[src/rtl/asc_pkg.sv]
// asc_pkg: constants for the asynchronous ecc memory host controller
// assumes a 250 MHz controller clock; all times in picoseconds
package asc_pkg;
  localparam int CLK_PERIOD_PS          = 4000;
  localparam int ADDR_W                 = 19;
  localparam int DATA_W                 = 32;
  localparam int LANE_W                 = 4;
  // speed grade select: 0 = 45 ns grade, 1 = 55 ns grade
  localparam bit GRADE_SLOW             = 1'b0;
  // printed times, ps
  localparam int ADDRESS_ACCESS_TIME_PS = GRADE_SLOW ? 55000 : 45000;
  localparam int SELECT_ACCESS_TIME_PS  = GRADE_SLOW ? 55000 : 45000;
  localparam int GATE_ACCESS_TIME_PS    = GRADE_SLOW ? 25000 : 22000;
  localparam int LANE_ACCESS_TIME_PS    = GRADE_SLOW ? 55000 : 45000;
  localparam int WRITE_DATA_SETUP_PS    = 25000;
  localparam int WRITE_DATA_HOLD_PS     = 0;
  localparam int ADDRESS_SETUP_TO_END_PS = GRADE_SLOW ? 40000 : 35000;
  localparam int ADDRESS_HOLD_AFTER_END_PS = 0;
  localparam int ADDRESS_SETUP_TO_START_PS = 0;
  localparam int LANE_LOW_TO_END_PS     = GRADE_SLOW ? 40000 : 35000;
  localparam int STROBE_FLOAT_DELAY_PS  = GRADE_SLOW ? 20000 : 18000;
  localparam int GATE_FLOAT_DELAY_PS    = 18000;
  localparam int CYCLE_TIME_PS          = GRADE_SLOW ? 55000 : 45000;
  // cycle counts, rounded up
  function automatic int cyc(input int ps);
    int c;
    c = (ps + CLK_PERIOD_PS - 1) / CLK_PERIOD_PS;
    return (c < 1) ? 1 : c;
  endfunction
  localparam int RD_WAIT_PS = (ADDRESS_ACCESS_TIME_PS > SELECT_ACCESS_TIME_PS)
                              ? ADDRESS_ACCESS_TIME_PS : SELECT_ACCESS_TIME_PS;
  localparam int RD_WAIT_CYC  = cyc(RD_WAIT_PS);
  localparam int WR_PULSE_PS0 = STROBE_FLOAT_DELAY_PS + WRITE_DATA_SETUP_PS;
  localparam int WR_PULSE_PS  = (WR_PULSE_PS0 > ADDRESS_SETUP_TO_END_PS)
                                ? WR_PULSE_PS0 : ADDRESS_SETUP_TO_END_PS;
  localparam int WR_PULSE_CYC = cyc(WR_PULSE_PS);
  localparam int FLOAT_CYC    = cyc(STROBE_FLOAT_DELAY_PS);
  localparam int TURN_CYC     = cyc(GATE_FLOAT_DELAY_PS);
  localparam int CNT_W        = 6;
  localparam logic [CNT_W-1:0] RD_WAIT  = CNT_W'(RD_WAIT_CYC);
  localparam logic [CNT_W-1:0] WR_PULSE = CNT_W'(WR_PULSE_CYC);
  localparam logic [CNT_W-1:0] FLOAT_W  = CNT_W'(FLOAT_CYC);
  localparam logic [CNT_W-1:0] TURN_W   = CNT_W'(TURN_CYC);
  // controller states
  typedef enum logic [4:0] {
    ASC_IDLE  = 5'h01,
    ASC_RD    = 5'h02,
    ASC_WR    = 5'h04,
    ASC_END   = 5'h08,
    ASC_TURN  = 5'h10
  } asc_state_t;
endpackage

[src/rtl/asc_ctrl.sv]
// asc_ctrl: host controller for an asynchronous 512K x 32 ecc memory
// assumes one 250 MHz clock; the testbench resolves the data wires
// How it works
// - select active: primary low, secondary high
// - write needs select, strobe low, lane low
// - data valid setup before end, hold zero
// - address stable setup before write end
// - address fixed from start through write end
// - lane selects low setup before write end
// - strobe pulse covers float plus setup
// - no data drive while device may drive
// - strobe stays high during reads
`timescale 1ns/1ps
module asc_ctrl
  import asc_pkg::*;
(
  // clock and reset
  input  wire logic                       i_ref_clk,
  input  wire logic                       i_resetn,
  // user request
  input  wire logic                       i_req,
  input  wire logic                       i_we,
  input  wire logic [asc_pkg::ADDR_W-1:0] i_addr,
  input  wire logic [asc_pkg::DATA_W-1:0] i_wdata,
  input  wire logic [asc_pkg::LANE_W-1:0] i_lanes,
  output logic                            o_ready,
  // user answer
  output logic                            o_done,
  output logic [asc_pkg::DATA_W-1:0]      o_rdata,
  output logic                            o_corrected,
  // memory pins
  output logic                            o_primary_select_n,
  output logic                            o_secondary_select,
  output logic                            o_write_strobe_n,
  output logic                            o_output_gate_n,
  output logic [asc_pkg::LANE_W-1:0]      o_lane_select_n,
  output logic [asc_pkg::ADDR_W-1:0]      o_addr,
  output logic [asc_pkg::DATA_W-1:0]      o_data,
  output logic                            o_data_oe,
  input  wire logic [asc_pkg::DATA_W-1:0] i_data,
  input  wire logic                       i_error_flag
);
  import asc_pkg::*;

  ////////////////////////////////////////////////////////////////////////
  asc_state_t       state;
  asc_state_t       next_state;
  logic [CNT_W-1:0] cnt;
  logic [CNT_W-1:0] next_cnt;
  logic             is_wr;
  logic [DATA_W-1:0] data_sync;
  logic             err_sync;

  // pin inputs through three stages
  asc_sync #(.W(DATA_W + 1)) u_sync (
    .i_ref_clk (i_ref_clk),
    .i_resetn  (i_resetn),
    .i_d       ({i_error_flag, i_data}),
    .o_q       ({err_sync, data_sync})
  );

  ////////////////////////////////////////////////////////////////////////
  // decode
  wire cnt_zero  = (cnt == '0);
  wire take      = i_req && (state == ASC_IDLE);
  wire lanes_any = |i_lanes;
  wire start     = take && lanes_any;
  // sync latency, so sampled data is no older than the wait
  wire [CNT_W-1:0] rd_load = RD_WAIT + CNT_W'(3);
  assign o_ready = (state == ASC_IDLE);

  // next state
  always_comb begin
    next_state = state;
    next_cnt   = cnt_zero ? cnt : cnt - CNT_W'(1);
    case (state)
      ASC_IDLE: begin
        if (start) begin
          next_state = i_we ? ASC_WR : ASC_RD;
          next_cnt   = i_we ? WR_PULSE : rd_load;
        end
      end
      ASC_RD: begin
        if (cnt_zero) begin
          next_state = ASC_TURN;
          next_cnt   = TURN_W;
        end
      end
      ASC_WR: begin
        if (cnt_zero) begin
          next_state = ASC_END;
          next_cnt   = CNT_W'(1);
        end
      end
      ASC_END: begin
        if (cnt_zero) begin
          next_state = ASC_IDLE;
        end
      end
      ASC_TURN: begin
        if (cnt_zero) begin
          next_state = ASC_IDLE;
        end
      end
      default: begin
        next_state = ASC_IDLE;
        next_cnt   = '0;
      end
    endcase
  end

  // state and counter
  always_ff @(posedge i_ref_clk) begin
    if (!i_resetn) begin
      state <= ASC_IDLE;
      cnt   <= '0;
    end else begin
      state <= next_state;
      cnt   <= next_cnt;
    end
  end

  ////////////////////////////////////////////////////////////////////////
  // pin decode: what the memory side shows in the next cycle
  wire sel_drop = (next_state == ASC_IDLE) || (next_state == ASC_TURN);
  wire wr_next  = (next_state == ASC_WR);
  wire rd_next  = (next_state == ASC_RD);
  wire wr_hold  = (next_state == ASC_END) && is_wr;
  wire op_end   = (state == ASC_RD || state == ASC_WR) && cnt_zero;
  wire rd_last  = (state == ASC_RD) && cnt_zero;

  // request latch: address and data fixed for the whole cycle
  always_ff @(posedge i_ref_clk) begin
    if (!i_resetn) begin
      is_wr  <= 1'b0;
      o_addr <= '0;
      o_data <= '0;
    end else if (start) begin
      is_wr  <= i_we;
      o_addr <= i_addr;
      o_data <= i_wdata;
    end
  end

  // combined select: on at start, off for idle or turnaround
  always_ff @(posedge i_ref_clk) begin
    if (!i_resetn) begin
      o_primary_select_n <= 1'b1;
      o_secondary_select <= 1'b0;
    end else if (start) begin
      o_primary_select_n <= 1'b0;
      o_secondary_select <= 1'b1;
    end else if (sel_drop) begin
      o_primary_select_n <= 1'b1;
      o_secondary_select <= 1'b0;
    end
  end

  // lane selects share the select window, so they never lead it
  always_ff @(posedge i_ref_clk) begin
    if (!i_resetn) begin
      o_lane_select_n <= 4'hF;
    end else if (start) begin
      o_lane_select_n <= ~i_lanes;
    end else if (sel_drop) begin
      o_lane_select_n <= 4'hF;
    end
  end

  // write strobe low only in the write pulse, high in every read
  always_ff @(posedge i_ref_clk) begin
    if (!i_resetn) begin
      o_write_strobe_n <= 1'b1;
    end else begin
      o_write_strobe_n <= !wr_next;
    end
  end

  // output gate low only in the read wait
  always_ff @(posedge i_ref_clk) begin
    if (!i_resetn) begin
      o_output_gate_n <= 1'b1;
    end else begin
      o_output_gate_n <= !rd_next;
    end
  end

  // data drive only in writes with gate high: no contention
  always_ff @(posedge i_ref_clk) begin
    if (!i_resetn) begin
      o_data_oe <= 1'b0;
    end else begin
      o_data_oe <= wr_next || wr_hold;
    end
  end

  ////////////////////////////////////////////////////////////////////////
  // done pulses at the end of either wait
  always_ff @(posedge i_ref_clk) begin
    if (!i_resetn) begin
      o_done <= 1'b0;
    end else begin
      o_done <= op_end;
    end
  end

  // read answer captured at the end of the wait, held until the next
  always_ff @(posedge i_ref_clk) begin
    if (!i_resetn) begin
      o_rdata     <= '0;
      o_corrected <= 1'b0;
    end else if (rd_last) begin
      o_rdata     <= data_sync;
      o_corrected <= err_sync;
    end
  end
endmodule

[src/rtl/asc_sync.sv]
// asc_sync: three-stage synchroniser for pin inputs
// assumes the input is asynchronous to i_ref_clk
`timescale 1ns/1ps
module asc_sync #(
  parameter int W = 1
) (
  // clock and reset
  input  wire logic         i_ref_clk,
  input  wire logic         i_resetn,
  // data
  input  wire logic [W-1:0] i_d,
  output logic      [W-1:0] o_q
);
  logic [W-1:0] s1;
  logic [W-1:0] s2;
  logic [W-1:0] s3;
  // stage chain; value accepted when last two agree
  always_ff @(posedge i_ref_clk) begin
    if (!i_resetn) begin
      s1 <= '0;
      s2 <= '0;
      s3 <= '0;
      o_q <= '0;
    end else begin
      s1 <= i_d;
      s2 <= s1;
      s3 <= s2;
      if (s2 == s3) begin
        o_q <= s3;
      end
    end
  end
endmodule

[config.mk]
export PLATFORM = sky130hd
export DESIGN_NAME = asc_ctrl
export DESIGN_NICKNAME = d
export VERILOG_FILES = /design/src/rtl/asc_pkg.sv /design/src/rtl/asc_ctrl.sv /design/src/rtl/asc_sync.sv
export SDC_FILE = /design/constraint.sdc
export NUM_CORES = 1
export LEC_CHECK = 0
export ABC_AREA = 0
export BUFFER_PORTS_ARGS = -buffer_cell sky130_fd_sc_hd__buf_2
export CORE_MARGIN = 5
export CORE_UTILIZATION = 40
export DETAILED_ROUTE_END_ITERATION = 16
export GPL_TIMING_DRIVEN = 0
export MAX_ROUTING_LAYER = met4
export PLACE_DENSITY_LB_ADDON = 0.3
export SETUP_SLACK_MARGIN = 0.02
export SLEW_MARGIN = 10
export SYNTH_ARGS = -nofsm -noshare
export SYNTH_HDL_FRONTEND = slang
export SYNTH_SLANG_ARGS = --single-unit
[constraint.sdc]
create_clock -name i_ref_clk -period 2.27 [get_ports i_ref_clk]
set_input_delay 0.227 -clock i_ref_clk [delete_from_list [all_inputs] [get_ports i_ref_clk]]
set_output_delay 0.227 -clock i_ref_clk [all_outputs]
set_load 0.005 [all_outputs]
==> run_results.csv <==
group,metric,value,unit
place,gp_congestion,0.854,
floorplanning,fp.dieW,156,um
global_route,grt_use_met1,21.5,%
drt,via_per_inst,4.49,
timing,timing.final.crit_period,2.14,ns
clock_tree,clockBufferDepth,3,
timing,hold_viol,0,
layout,final_common_cell,"nand2_1",
yosys,yosys.area.top_type,"dfxtp_1",
setup_path,arrival,2.58,ns
layout,syn_to_final_growth,36.8,%
drt,first_pass_iters,4,
yosys,ys.flop_type,"dfxtp_1",
timing,setup_violations,0,
setup_path,max_stage_delay,0.38,ns
clock_tree,cts_tree,"built",
layout,fin_area,11600,um^2
timing,post-route-period-util,94.3,%
min_path,hold_class,"in -> reg",
global_route,gr-max-usage-layer,"met2",
yosys,mappedNetlistArea,8470,um^2
setup_path,critPathMaxFanout,10,
clock_tree,clkLatencyLatePin,0.52,ns
place,place_ws,-0.0720,ns
global_route,grt_max_degree,15,
clock_tree,cts_buffers,26,
global_route,grt_pass1_vias,6721,
outcome,run_status,"finished clean",
clock_tree,cts.sink_count,238,
yosys,synth_top_cell_area_share,56.3,%
drt,drt-total-wl,20600,um
setup_path,worstPathCellList,"xor2_1 -> nor4_1 -> nand3_1 -> nor3_4 -> buf_2 -> mux2i_1",
timing,maxSlewHeadroom,51.8,%
floorplanning,dieArea,24200,um^2
yosys,synthArstFlopShare,0,%
setup_path,crit_path_end_kind,"flop",
clock_tree,htree_num_levels,1,
drt,ant_nets,0,
floorplanning,core,21000,um^2
layout,layout.nets,1286,
power_and_ir_drop,power_leakage,5.07,nW
timing,worst_pin_slew,0.723,ns
floorplanning,floorplan.initialDensity,40.4,%
floorplanning,die_h,156,um
drt,vias,6674,
drt,wl_per_cell,13.9,um
yosys,synth_seq_cells,238,
timing,rsz0062_at_grt,"no",
yosys,ys_warn_count,0,
yosys,syn-num-nets,985,
global_route,grt_pass1_wl,33700,um
yosys,ys_types,44,
global_route,antenna_found_initial,0,
setup_path,crit_path_top_delay_cell,"nor3_4",
place,dpl_cell_area,9740,um^2
clock_tree,cts-root-buf,"clkbuf_16",
global_route,grt_use_met2,29.8,%
place,dp_hpwl,14700,um
timing,skew,0.00799,ns
layout,drive_gt1_share,22.2,%
timing,clock.fmax,467,MHz
power_and_ir_drop,powerDensity,862,nW/um^2
yosys,synth_area_leaders,"dfxtp_1 (56%), nand2_1 (11%), and2_1 (7.4%), a21boi_0 (5.0%), mux2i_1 (4.0%)",
drt,drc_errors,0,
layout,filler_cell_count,1928,
place,place.port_buffers,185,
floorplanning,row_count,53,
layout,num_antenna_cells,0,
clock_tree,cts.clk_slew.worst_paths,0.06,ns
timing,setup_ws,0.128,ns
setup_path,path_class,"reg -> reg",
timing,slew_violations,0,
flow_run,cap_violations,0,
yosys,synth_edf_count,0,
yosys,syn_avg_cell_area,9.50,um^2
global_route,use_met3,2.59,%
floorplanning,pin_count,187,
yosys,ys_seq_area_share,56.3,%
power_and_ir_drop,vdd_drop_max,684,uV
global_route,grt_overflow,0,
drt,drt_iter0_markers,305,
power_and_ir_drop,finalPower,9.98,mW
layout,final_cell_mix,"nand2_1 (244), dfxtp_1 (238), buf_2 (200)",
setup_path,crit_required,2.71,ns
global_route,grt_use_total,17.4,%
yosys,syn-instance-count,891,
setup_path,start_kind,"flop",
-- metal layers --
layer | up-vias | share of wire, %
li1 | 3478 | -
met1 | 2968 | 45
met2 | 188 | 48
met3 | 40 | 5.6
met4 | 0 | 2.3
met5 | - | 0
-- logic make-up (layout without fill, tap and decap cells) --
group | Yosys count | after routing | share of synthesized area [%]
mux | 34 | 34 | 4.02
xor+xnor | 38 | 38 | 3.93
simple gates | 394 | 394 | 21.8
buf+inv | 69 | 390 | 3.59
flops | 238 | 238 | 56.3
fa+ha+maj | 2 | 2 | 0.295
compound gates | 116 | 116 | 10.1
-- state kept, by name (all words and copies together) (netlist names) --
signal / flops
u_sync.s1: 33
o_rdata: 32
u_sync.o_q: 33
o_write_strobe_n: 1
o_addr: 19
state: 5
is_wr: 1
o_lane_select_n: 4
o_secondary_select: 1
cnt: 6
o_data_oe: 1
u_sync.s3: 33
o_done: 1
o_data: 32
u_sync.s2: 33
o_output_gate_n: 1
o_primary_select_n: 1
o_corrected: 1
-- worst max-delay path, delay by kind of cell (launching register included) --
family,cells,cell delay (ns)
AND/OR/NAND/NOR,3,0.92
multiplexers,1,0.24
flip-flops,1,0.34
XOR/XNOR,1,0.18
buffers and inverters,1,0.36
-- repair_timing --
item                                    in CTS  in global routing
pin swaps                                    0                  1
hold buffers                                87                  0
endpoints found under the setup margin      32                 75
setup buffers                                0                  1
resized for setup                            3                 17
endpoints found under the hold margin       87                  0
-- cell type report --
cell class	instances	area, um^2	area share, %
buffer	57	272	2.34
inverter	12	45.0	0.389
tap	275	344	2.97
timing repair buffer	273	1800	15.6
multi-input combinational	584	3450	29.8
clock inverter	13	150	1.30
clock buffer	35	754	6.51
sequential	238	4760	41.1
-- synth_stat cells, types with 2 or more instances --
master,instances
nand2_1,244
dfxtp_1,238
and2_1,100
a21boi_0,56
clkbuf_1,36
mux2i_1,34
xor2_1,34
a21boi_1,30
buf_2,18
nor2_1,13
inv_1,10
nor4_1,8
a21oi_1,7
a31oi_1,6
and3_1,6
nand3_1,4
nor3b_1,4
xnor2_1,4
buf_6,3
nor3_1,3
a22o_1,2
ha_1,2
inv_2,2
nor3_2,2
nor4b_1,2
o21ai_0,2
o21ai_1,2
o31ai_1,2
or2_2,2
-- per-stage QoR --
step | hold WS, ns | TNS [ns] | cells | util (%)
floorplan | 0.354 | 0 | 891 | -
global placement | 0.418 | -0.0577 | 1351 | 46.5
detailed placement | 0.418 | -0.467 | 1351 | 46.5
CTS | 0.00279 | 0 | 1486 | 55.0
global route | 0.0555 | 0 | 1487 | 55.3
finish | 0.0474 | 0 | 1487 | 55.3
-- path summary, 6_finish.rpt --
kind                               startpoint            endpoint  slack, ns  depth (start not counted)
worst max-delay path             u_sync.s3[7]      u_sync.o_q[22]       0.13                          6
worst max register to register   u_sync.s3[7]      u_sync.o_q[22]       0.13                          6
worst min-delay path               i_lanes[1]  o_lane_select_n[1]       0.05                          3
worst min register to register  u_sync.s1[26]       u_sync.s2[26]       0.42                          1
-- where the power goes --
part	internal (mW)	switching (mW)	total [mW]
Sequential	4.38	0.113	4.50
Combinational	0.585	0.651	1.24
Clock	2.58	1.67	4.25
Total	7.55	2.43	9.98
No activity file was read; power rests on OpenSTA's default activity.
